**config.mk**
```make
export PLATFORM = sky130hd
export DESIGN_NAME = three_channel_adc_register_map
export DESIGN_NICKNAME = d
export VERILOG_FILES = /design/src/adc_regs_pkg.sv /design/src/spi_link_if.sv /design/src/three_channel_adc_register_map.sv /design/src/spi_port.sv
export SDC_FILE = /design/constraint.sdc
export NUM_CORES = 1
export LEC_CHECK = 0
export BUFFER_PORTS_ARGS = -buffer_cell sky130_fd_sc_hd__buf_4
export CORE_ASPECT_RATIO = 0.75
export CORE_UTILIZATION = 56
export DETAILED_ROUTE_END_ITERATION = 16
export GPL_ROUTABILITY_DRIVEN = 0
export PLACE_DENSITY = 0.79
export SLEW_MARGIN = 20
export SYNTH_ARGS = -nofsm -noshare
export SYNTH_HDL_FRONTEND = slang
export SYNTH_SLANG_ARGS = --single-unit
```
**constraint.sdc**
```tcl
create_clock -name clk -period 9.3 [get_ports clk]
set_input_delay 1.395 -clock clk [delete_from_list [all_inputs] [get_ports clk]]
set_output_delay 1.395 -clock clk [all_outputs]
set_load 0.005 [all_outputs]
```
**src/adc_regs_pkg.sv**
```systemverilog
`default_nettype none
package adc_regs_pkg;
   localparam int         SAMPLE_W        = 24;
   localparam logic [4:0] ADDR_CURRENT    = 5'h00;
   localparam logic [4:0] ADDR_VOLT_ONE   = 5'h01;
   localparam logic [4:0] ADDR_VOLT_TWO   = 5'h02;
   localparam logic [4:0] ADDR_RSVD_24    = 5'h03;
   localparam logic [4:0] ADDR_SAMPLE_CRC = 5'h04;
   localparam logic [4:0] ADDR_CONFIG_CRC = 5'h05;
   localparam logic [4:0] ADDR_RSVD_16    = 5'h06;
   localparam logic [4:0] ADDR_CAPTURE    = 5'h07;
   localparam logic [4:0] ADDR_SETUP      = 5'h08;
   localparam logic [4:0] ADDR_PRIMARY    = 5'h09;
   localparam logic [4:0] ADDR_KEY        = 5'h0A;
   localparam logic [4:0] ADDR_ALIGN      = 5'h0B;
   localparam logic [4:0] ADDR_COUNT_LOW  = 5'h0C;
   localparam logic [4:0] ADDR_COUNT_HIGH = 5'h0D;
   localparam logic [4:0] ADDR_RSVD_FF    = 5'h0E;
   localparam logic [4:0] ADDR_SECONDARY  = 5'h0F;
   localparam logic [4:0] ADDR_UNBACKED   = 5'h14;
   localparam logic [4:0] ADDR_TEMP_OFS   = 5'h18;
   localparam int         CMD_ADDR_MSB    = 7;
   localparam int         CMD_ADDR_LSB    = 3;
   localparam int         CMD_READ_BIT    = 2;
   localparam int         CFG_CLKOUT_EN   = 0;
   localparam int         CFG_TEMP_EN     = 3;
   localparam int         CFG_FREQ_LSB    = 4;
   localparam int         CFG_SWRST       = 6;
   localparam int         CFG_BW          = 7;
   localparam int         ALIGN_SYNC_BIT  = 0;
   localparam logic [7:0] SETUP_RESET     = 8'h00;
   localparam logic [7:0] RSVD_FF_VALUE   = 8'hFF;
   localparam logic [7:0] KEY_UNLOCK      = 8'h9C;
   localparam logic [7:0] KEY_LOCK        = 8'hCA;
   localparam logic [15:0] CRC_POLY       = 16'h1021;
   localparam logic [15:0] CRC_INIT       = 16'hFFFF;
   localparam logic [4:0] LEN_24          = 5'h18;
   localparam logic [4:0] LEN_16          = 5'h10;
   localparam logic [4:0] LEN_8           = 5'h08;
   localparam int         CLK_FREQ_MHZ    = 50;
   localparam int         READY_TIME_US   = 20000;
   localparam int         READY_CYCLES    = READY_TIME_US * CLK_FREQ_MHZ;
   localparam int         DREADY_CYCLES   = 64;
   typedef enum logic [1:0] {PH_CMD, PH_WDATA, PH_RDATA, PH_DONE} spi_phase_t;
endpackage : adc_regs_pkg
`default_nettype wire

```
**src/spi_link_if.sv**
```systemverilog
`timescale 1ns/1ps
`default_nettype none
interface spi_link_if;
   logic        wr_valid;
   logic [4:0]  wr_addr;
   logic [7:0]  wr_data;
   logic        fetch;
   logic [4:0]  fetch_addr;
   logic [2:0]  fetch_idx;
   logic        rd_ready;
   logic [23:0] rd_word;
   logic [4:0]  rd_len;
   modport engine (output wr_valid, wr_addr, wr_data, fetch, fetch_addr, fetch_idx,
                   input rd_ready, rd_word, rd_len);
   modport bank   (input wr_valid, wr_addr, wr_data, fetch, fetch_addr, fetch_idx,
                   output rd_ready, rd_word, rd_len);
endinterface : spi_link_if
`default_nettype wire

```
**src/three_channel_adc_register_map.sv**
```systemverilog
`timescale 1ns/1ps
`default_nettype none
module three_channel_adc_register_map
#(
   parameter int          READY_CYCLES    = adc_regs_pkg::READY_CYCLES,
   parameter logic [6:0]  DREADY_CYCLES   = 7'(adc_regs_pkg::DREADY_CYCLES),
   // arbitrary value
   parameter logic [2:0]  SILICON_VERSION = 3'h1
)
(
   input  wire logic                                clk,
   input  wire logic                                reset,
   input  wire logic                                sclk,
   input  wire logic                                cs_n,
   input  wire logic                                mosi,
   output logic                                     miso,
   output logic                                     miso_oe,
   input  wire logic                                sample_valid,
   input  wire logic [adc_regs_pkg::SAMPLE_W-1:0]   current_in,
   input  wire logic [adc_regs_pkg::SAMPLE_W-1:0]   voltage_one_in,
   input  wire logic [adc_regs_pkg::SAMPLE_W-1:0]   voltage_two_in,
   input  wire logic [7:0]                          temp_offset_in,
   output logic                                     drdy_n,
   output logic                                     adc_sync,
   output logic                                     soft_reset,
   output logic                                     clkout_en,
   output logic                                     temp_en,
   output logic [1:0]                               adc_freq,
   output logic                                     filter_bw
);
   import adc_regs_pkg::*;

   localparam int READY_W = $clog2(READY_CYCLES + 1);
   localparam logic [READY_W-1:0] READY_LAST = READY_W'(READY_CYCLES - 1);

   typedef struct packed {
      logic [23:0]        current_sample;
      logic [23:0]        voltage_one_sample;
      logic [23:0]        voltage_two_sample;
      logic [15:0]        sample_crc;
      logic [15:0]        config_crc;
      logic               config_crc_valid;
      logic [15:0]        sync_count_capture;
      logic [11:0]        align_count;
      logic [7:0]         setup_control;
      logic [7:0]         write_protect_key;
      logic [7:0]         align_trigger;
      logic [7:0]         temp_sensor_offset;
      logic               reset_on;
      logic               crc_stat;
      logic               ic_prot;
      logic [READY_W-1:0] ready_cnt;
      logic [6:0]         dready_cnt;
      logic               drdy_n;
      logic               adc_sync;
      logic               soft_reset;
      logic               rd_ready;
      logic [23:0]        rd_word;
      logic [4:0]         rd_len;
   } bank_state_t;

   localparam bank_state_t BANK_RESET = '{reset_on: 1'b1, drdy_n: 1'b1,
                                          setup_control: SETUP_RESET, default: '0};

   bank_state_t st;
   bank_state_t next_st;
   spi_link_if  link ();
   logic [15:0] cfg_crc;
   logic [4:0]  read_addr;
   logic [28:0] read_val;

   // ------------------------------------------------------------
   // crc helpers
   // ------------------------------------------------------------
   function automatic logic [15:0] crc16_update(input logic [15:0] crc,
                                                input logic [7:0]  data);
      logic [15:0] c;
      c = crc ^ {data, 8'h00};
      for (int i = 0; i < 8; i++)
      begin
         if (c[15])
            c = {c[14:0], 1'b0} ^ CRC_POLY;
         else
            c = {c[14:0], 1'b0};
      end
      return c;
   endfunction : crc16_update

   function automatic logic [15:0] crc16_samples(input logic [71:0] data);
      logic [15:0] c;
      c = CRC_INIT;
      for (int i = 8; i >= 0; i--)
         c = crc16_update(c, data[i*8 +: 8]);
      return c;
   endfunction : crc16_samples

   // ------------------------------------------------------------
   // read path helpers
   // ------------------------------------------------------------
   function automatic logic [4:0] burst_addr(input logic [2:0] idx);
      case (idx)
         3'h0:    return ADDR_CURRENT;
         3'h1:    return ADDR_VOLT_ONE;
         3'h2:    return ADDR_VOLT_TWO;
         3'h3:    return ADDR_SAMPLE_CRC;
         3'h4:    return ADDR_CAPTURE;
         3'h5:    return ADDR_PRIMARY;
         default: return ADDR_UNBACKED;
      endcase
   endfunction : burst_addr

   // length in the top five bits, data aligned to bit 23
   function automatic logic [28:0] read_reg(input bank_state_t s, input logic [4:0] addr);
      case (addr)
         ADDR_CURRENT:    return {LEN_24, s.current_sample};
         ADDR_VOLT_ONE:   return {LEN_24, s.voltage_one_sample};
         ADDR_VOLT_TWO:   return {LEN_24, s.voltage_two_sample};
         ADDR_RSVD_24:    return {LEN_24, 24'h000000};
         ADDR_SAMPLE_CRC: return {LEN_16, s.sample_crc, 8'h00};
         ADDR_CONFIG_CRC: return {LEN_16, s.config_crc, 8'h00};
         ADDR_RSVD_16:    return {LEN_16, 16'h0000, 8'h00};
         ADDR_CAPTURE:    return {LEN_16, s.sync_count_capture, 8'h00};
         ADDR_SETUP:      return {LEN_8, s.setup_control, 16'h0000};
         ADDR_PRIMARY:    return {LEN_8, 5'h00, s.ic_prot, s.crc_stat, s.reset_on,
                                  16'h0000};
         ADDR_COUNT_LOW:  return {LEN_8, s.align_count[7:0], 16'h0000};
         ADDR_COUNT_HIGH: return {LEN_8, 4'h0, s.align_count[11:8], 16'h0000};
         ADDR_RSVD_FF:    return {LEN_8, RSVD_FF_VALUE, 16'h0000};
         ADDR_SECONDARY:  return {LEN_8, 5'h00, SILICON_VERSION, 16'h0000};
         ADDR_TEMP_OFS:   return {LEN_8, s.temp_sensor_offset, 16'h0000};
         default:         return {LEN_8, 24'h000000};
      endcase
   endfunction : read_reg

   // ------------------------------------------------------------
   // serial port
   // ------------------------------------------------------------
   spi_port u_spi_port
   (
      .clk     (clk),
      .reset   (reset),
      .sclk    (sclk),
      .cs_n    (cs_n),
      .mosi    (mosi),
      .miso    (miso),
      .miso_oe (miso_oe),
      .link    (link)
   );

   // ------------------------------------------------------------
   // register bank next state
   // ------------------------------------------------------------
   always_comb
   begin
      next_st            = st;
      next_st.rd_ready   = 1'b0;
      next_st.adc_sync   = 1'b0;
      next_st.soft_reset = 1'b0;
      next_st.align_trigger      = 8'h00;
      next_st.temp_sensor_offset = temp_offset_in;
      next_st.align_count        = st.align_count + 12'h001;
      cfg_crc   = crc16_update(crc16_update(CRC_INIT, st.setup_control),
                               {7'h00, st.ic_prot});
      read_addr = ADDR_UNBACKED;
      read_val  = '0;

      // startup: primary flag bit 0 clears once the ready time is over
      if (st.reset_on)
      begin
         if (st.ready_cnt == READY_LAST)
            next_st.reset_on = 1'b0;
         else
            next_st.ready_cnt = st.ready_cnt + READY_W'(1);
      end

      // new conversion results and data-ready strobe
      if (sample_valid)
      begin
         next_st.current_sample     = current_in;
         next_st.voltage_one_sample = voltage_one_in;
         next_st.voltage_two_sample = voltage_two_in;
         next_st.sample_crc = crc16_samples({current_in, voltage_one_in,
                                             voltage_two_in});
         next_st.dready_cnt = DREADY_CYCLES;
         next_st.drdy_n     = st.setup_control[CFG_CLKOUT_EN];
      end
      else if (st.dready_cnt != 7'h00)
      begin
         next_st.dready_cnt = st.dready_cnt - 7'h01;
         if (st.dready_cnt == 7'h01)
            next_st.drdy_n = 1'b1;
      end

      // read fetch, burst sequence when starting at address zero
      if (link.fetch)
      begin
         if (link.fetch_addr == ADDR_CURRENT)
            read_addr = burst_addr(link.fetch_idx);
         else if (link.fetch_idx == 3'h0)
            read_addr = link.fetch_addr;
         else
            read_addr = ADDR_UNBACKED;
         read_val         = read_reg(st, read_addr);
         next_st.rd_ready = 1'b1;
         next_st.rd_len   = read_val[28:24];
         next_st.rd_word  = read_val[23:0];
         // reading the primary flags clears the crc change flag
         if (read_addr == ADDR_PRIMARY)
            next_st.crc_stat = 1'b0;
      end

      // configuration crc tracking, a change sets the flag over a clear
      next_st.config_crc       = cfg_crc;
      next_st.config_crc_valid = 1'b1;
      if (st.config_crc_valid && cfg_crc != st.config_crc)
         next_st.crc_stat = 1'b1;

      // host writes
      if (link.wr_valid)
      begin
         case (link.wr_addr)
            ADDR_KEY:
            begin
               next_st.write_protect_key = link.wr_data;
               if (link.wr_data == KEY_UNLOCK)
                  next_st.ic_prot = 1'b0;
               else if (link.wr_data == KEY_LOCK)
                  next_st.ic_prot = 1'b1;
            end
            ADDR_ALIGN:
            begin
               next_st.align_trigger = link.wr_data;
               if (link.wr_data[ALIGN_SYNC_BIT])
               begin
                  next_st.adc_sync           = 1'b1;
                  next_st.sync_count_capture = {4'h0, st.align_count};
               end
            end
            ADDR_SETUP:
            begin
               if (!st.ic_prot)
                  next_st.setup_control = link.wr_data;
            end
            ADDR_COUNT_LOW:
               next_st.align_count[7:0] = link.wr_data;
            ADDR_COUNT_HIGH:
               next_st.align_count[11:8] = link.wr_data[3:0];
            default:
               next_st.align_trigger = 8'h00;
         endcase
      end

      // software reset restores every default and self-clears
      if (next_st.setup_control[CFG_SWRST])
      begin
         next_st            = BANK_RESET;
         next_st.soft_reset = 1'b1;
      end
   end

   // ------------------------------------------------------------
   // state register
   // ------------------------------------------------------------
   always_ff @(posedge clk or posedge reset)
   begin
      if (reset)
         st <= BANK_RESET;
      else
         st <= next_st;
   end

   // ------------------------------------------------------------
   // outputs
   // ------------------------------------------------------------
   assign link.rd_ready = st.rd_ready;
   assign link.rd_word  = st.rd_word;
   assign link.rd_len   = st.rd_len;
   assign drdy_n        = st.drdy_n;
   assign adc_sync      = st.adc_sync;
   assign soft_reset    = st.soft_reset;
   assign clkout_en     = st.setup_control[CFG_CLKOUT_EN];
   assign temp_en       = st.setup_control[CFG_TEMP_EN];
   assign adc_freq      = st.setup_control[CFG_FREQ_LSB +: 2];
   assign filter_bw     = st.setup_control[CFG_BW];
endmodule : three_channel_adc_register_map
`default_nettype wire

```
**src/spi_port.sv**
```systemverilog
`timescale 1ns/1ps
`default_nettype none
module spi_port
(
   input  wire logic   clk,
   input  wire logic   reset,
   input  wire logic   sclk,
   input  wire logic   cs_n,
   input  wire logic   mosi,
   output logic        miso,
   output logic        miso_oe,
   spi_link_if.engine  link
);
   import adc_regs_pkg::*;

   typedef struct packed {
      logic [2:0]  sck_sync;
      logic [2:0]  cs_sync;
      logic [2:0]  mosi_sync;
      logic        sck;
      logic        cs_n;
      logic        mosi;
      spi_phase_t  phase;
      logic [2:0]  bit_cnt;
      logic [7:0]  rx;
      logic [4:0]  addr;
      logic [23:0] tx;
      logic [4:0]  tx_left;
      logic [2:0]  word_idx;
      logic        wr_valid;
      logic [7:0]  wr_data;
      logic        fetch;
      logic        miso;
      logic        miso_oe;
   } engine_state_t;

   localparam engine_state_t ENGINE_RESET = '{sck_sync: 3'h7, cs_sync: 3'h7, sck: 1'b1,
                                              cs_n: 1'b1, phase: PH_CMD, default: '0};

   engine_state_t st;
   engine_state_t next_st;
   logic          rise;
   logic          fall;

   always_comb
   begin
      next_st           = st;
      next_st.wr_valid  = 1'b0;
      next_st.fetch     = 1'b0;
      // three-stage pin filters, a change counts once stages two and three agree
      next_st.sck_sync  = {st.sck_sync[1:0], sclk};
      next_st.cs_sync   = {st.cs_sync[1:0], cs_n};
      next_st.mosi_sync = {st.mosi_sync[1:0], mosi};
      if (st.sck_sync[1] == st.sck_sync[2])
         next_st.sck = st.sck_sync[2];
      if (st.cs_sync[1] == st.cs_sync[2])
         next_st.cs_n = st.cs_sync[2];
      if (st.mosi_sync[1] == st.mosi_sync[2])
         next_st.mosi = st.mosi_sync[2];
      rise = next_st.sck & ~st.sck;
      fall = ~next_st.sck & st.sck;
      if (next_st.cs_n)
      begin
         next_st.phase    = PH_CMD;
         next_st.bit_cnt  = 3'h0;
         next_st.tx_left  = 5'h00;
         next_st.word_idx = 3'h0;
         next_st.miso     = 1'b0;
         next_st.miso_oe  = 1'b0;
      end
      else
      begin
         next_st.miso_oe = 1'b1;
         if (rise && st.phase != PH_RDATA)
         begin
            next_st.rx      = {st.rx[6:0], st.mosi};
            next_st.bit_cnt = st.bit_cnt + 3'h1;
            if (st.bit_cnt == 3'h7)
            begin
               case (st.phase)
                  PH_CMD:
                  begin
                     next_st.addr = next_st.rx[CMD_ADDR_MSB:CMD_ADDR_LSB];
                     if (next_st.rx[CMD_READ_BIT])
                     begin
                        next_st.phase = PH_RDATA;
                        next_st.fetch = 1'b1;
                     end
                     else
                        next_st.phase = PH_WDATA;
                  end
                  PH_WDATA:
                  begin
                     next_st.wr_valid = 1'b1;
                     next_st.wr_data  = next_st.rx;
                     next_st.phase    = PH_DONE;
                  end
                  default:
                     next_st.phase = st.phase;
               endcase
            end
         end
         if (link.rd_ready)
         begin
            next_st.tx      = link.rd_word;
            next_st.tx_left = link.rd_len;
         end
         if (fall && st.phase == PH_RDATA && st.tx_left != 5'h00)
         begin
            next_st.miso    = st.tx[23];
            next_st.tx      = {st.tx[22:0], 1'b0};
            next_st.tx_left = st.tx_left - 5'h01;
            // word done, ask for the next one of a burst
            if (st.tx_left == 5'h01)
            begin
               next_st.fetch = 1'b1;
               if (st.word_idx != 3'h7)
                  next_st.word_idx = st.word_idx + 3'h1;
            end
         end
      end
   end

   always_ff @(posedge clk or posedge reset)
   begin
      if (reset)
         st <= ENGINE_RESET;
      else
         st <= next_st;
   end

   assign miso            = st.miso;
   assign miso_oe         = st.miso_oe;
   assign link.wr_valid   = st.wr_valid;
   assign link.wr_addr    = st.addr;
   assign link.wr_data    = st.wr_data;
   assign link.fetch      = st.fetch;
   assign link.fetch_addr = st.addr;
   assign link.fetch_idx  = st.word_idx;
endmodule : spi_port
`default_nettype wire

```
==> metrics.csv <==
stage,metric,value,unit
setup_path,Critical Path End,st[152],
global_routing,GR Overflow Total,0,
layout,Filler cells,2082,
synth,Synth top area share,0.428,
synth,"top cells by area, synth","dfrtp_1, mux2i_1, xnor3_1",
run,max cap viols,0,
sta,RSZ-0062 raised after global routing,false,
cts,"Reg clk slew, reported paths",0.07,ns
synth,Async SR Flop Fraction,1.00,
setup_path,Critical Path Fanout Max,8,
setup_path,Reg2Reg Setup Slack,4.91,ns
drt,drt drc,0,
setup_path,Critical Path AT,5.37,ns
drt,via count,11100,
setup_path,crit start category,primary input,
sta,Fmax achieved,204,MHz
setup_path,Critical Path Start,current_in[17],
synth,Netlist cell types,67,
drt,Initial DRC Count,1198,
cts,Inserted Clock Buffers,28,
global_routing,All-Layer GR Usage,0.295,
sta,Fin. Hold Viols,0,
global_routing,pin count of the biggest net entering global routing,150,
global_routing,first-pass GRT wire length,64000,um
setup_path,slowest CP cell,xnor3_1,
worst_hold_path,Hold WC Path Type,register to register,
synth,Mapped Cells,1417,
synth,Avg Inst Size Synth,11.0,um^2
die,Core Area,27200,um^2
cts,"Setup Fix Bufs, Post-CTS",0,
setup_path,WP data required,9.77,ns
sta,pins over their slew limit,0,
cts,Post-CTS Hold Buffers,0,
die,Starting Density,0.574,
cts,Worst-Skew Late Latency,0.56,ns
cts,H-tree depth,1,
placement,# port buffers,95,
die,# IOs,96,
sta,worst rel slew slack,0.207,
synth,sequential-to-total area share from yosys stat,0.445,
synth,Post-Syn Area,15600,um^2
setup_path,FF-to-FF End,link.rd_word[9],
synth,Post-synth EDFFs,0,
layout,nets@finish,1583,
layout,antenna cells,0,
sta,final period utilization,0.526,
setup_path,crit end category,register,
synth,#FFs+latches synth,277,
global_routing,initial antenna violation count,0,
synth,"Warnings, synthesis",0,
placement,Detailed Place HPWL,29800,um
setup_path,r2r startpoint,u_spi_port.link.fetch_addr[0],
cts,CTS tree,done,
sta,Final Setup Violations,0,
die,row cnt,52,
die,die width,195,um
synth,Yosys top cell by area,dfrtp_1,
drt,DR vias/cell,5.99,
drt,Post-Route WL,41300,um
sta,Layout Skew,0.0148,ns
setup_path,Crit Path Category,primary input to register,
layout,share of layout cells above drive strength 1,0.152,
sta,worst-margin pin slew,1.18,ns
global_routing,vias in the first global route,11000,
outcome,run status,"finished, final reports clean",
drt,Antenna Nets Post-Route,0,
synth,Post-Syn Nets,1517,
die,height of the chip,147,um
cts,clock sinks,277,
die,die area,28500,um^2
cts,CTS max path bufs,3,
setup_path,Worst path max stage delay,0.49,ns
layout,Area Overhead vs Synth,12.8,%
setup_path,most frequent CP cell,xnor3_1,
sta,min Tclk post-route,4.90,ns
drt,Pre-antenna DRT Iters,6,
setup_path,Worst Reg-to-Reg Cells,11,
setup_path,CP cell instances,buf_4 > xnor3_2 > xnor2_4 > xnor3_1 > xor2_1 > xnor3_1 > xnor2_1 > xnor2_2 > xnor3_2 > xnor3_1 > nand2b_1 > a21oi_1,
cts,clk root buf,clkbuf_16,
drt,routed len/inst,22.3,um
synth,main flop type after synthesis,dfrtp_1,
cts,post-CTS sizing,0,
sta,TNS Setup,0,ns
[cells by family after synthesis]
logic type      count (synthesis)  synth area share
compound gates                216            0.0905
xor+xnor                      257             0.222
fa+ha+maj                      16            0.0125
buf+inv                        89            0.0232
flops                         277             0.445
mux                           136            0.0883
simple gates                  426             0.119
[routing by layer]
metal / up-vias / GRT usage / share of wire
met5: - / 0.00673 / 0
met4: 0 / 0.0709 / 0.023
met3: 60 / 0.107 / 0.12
met2: 504 / 0.419 / 0.42
met1: 5501 / 0.430 / 0.44
li1: 5045 / - / -
[worst min path at each step]
stage | start | endpoint | slack (ns) | cells after the start
finish | u_spi_port.next_st[66] | u_spi_port.next_st[67] | 0.35 | 0
global route | u_spi_port.next_st[66] | u_spi_port.next_st[67] | 0.35 | 0
CTS | u_spi_port.next_st[66] | u_spi_port.next_st[67] | 0.35 | 0
detailed placement | u_spi_port.next_st[66] | u_spi_port.next_st[67] | 0.34 | 0
global placement | u_spi_port.next_st[66] | u_spi_port.next_st[67] | 0.34 | 0
floorplan | u_spi_port.next_st[66] | u_spi_port.next_st[67] | 0.33 | 0
[Yosys cell counts, types with 3 or more instances]
master and count:
or3_1 5, xnor3_1 49, xnor2_2 11, xor2_2 6, nor4_1 4, a21o_1 3, a21oi_1 54, and2_1 11
mux2i_1 123, nand2b_1 4, dfrtp_1 267, a222oi_1 3, nand4_1 6, a211oi_1 20, nand3b_1 6, buf_1 7
nand3_1 21, xnor3_2 13, xnor2_1 107, nor2b_1 6, inv_1 14, xor3_1 6, and4_1 3, clkbuf_1 57
a22oi_1 24, buf_4 3, nor2_1 206, nand2_1 110, xor2_1 58, ha_1 14, nor3_1 26, buf_2 4
a31oi_1 8, a22o_1 23, a221oi_1 16, dfstp_2 10, o21ai_1 6, o21ai_0 46, mux2_2 13, xor3_2 3
and3_1 7
[critical path: cells and delay by family]
kind,cells,cell delay (ns)
buffers and inverters,1,0.11
AND/OR/NAND/NOR,1,0.15
XOR/XNOR,9,3.53
AO/OA/AOI/OAI,1,0.17
[area by class of cell]
type                    instances  area (um^2)  share of cell area
multi-input cells            1051         8320               0.473
flip-flops and latches        277         6940               0.394
repair buffers                109          831              0.0472
clock buffers                  38          830              0.0471
well taps                     351          439              0.0249
clock inverters                12          166             0.00945
inverters                      16         70.1             0.00398
[stage by stage]
stage,area [um^2],instances,hold WS (ns),util,setup slack [ns]
floorplan,15600,1417,0.331,-,0.284
detailed placement,16600,1804,0.336,0.610,3.89
global route,17600,1854,0.354,0.647,4.19
finish,17600,1854,0.348,0.647,4.40
CTS,17600,1854,0.350,0.647,4.45
global placement,16600,1804,0.335,0.610,3.96
[cells in the final DEF, fill, tap and decap left out, types with 23 or more instances in the layout]
cell type  instances
a22o_1            23
o21ai_0           45
nor2_1           204
buf_4            108
dfrtp_1          267
clkbuf_16         29
a21oi_1           54
mux2i_1          123
xnor3_1           49
nor3_1            26
a22oi_1           24
xor2_1            58
nand2_1          110
xnor2_1          107
[registers in the layout, summed over array words and instances (netlist names), 2 cells and up]
| signal | cells |
|---|---|
| u_spi_port.st | 47 |
| link.rd_len | 2 |
| u_spi_port.next_st | 6 |
| st | 169 |
| u_spi_port.link.fetch_idx | 3 |
| adc_freq | 2 |
| u_spi_port.link.wr_data | 8 |
| u_spi_port.link.fetch_addr | 5 |
| link.rd_word | 24 |
Power is left out: the tool's default activity adds up to more than one toggle a clock period on the data nets, which glitch-free logic cannot reach.
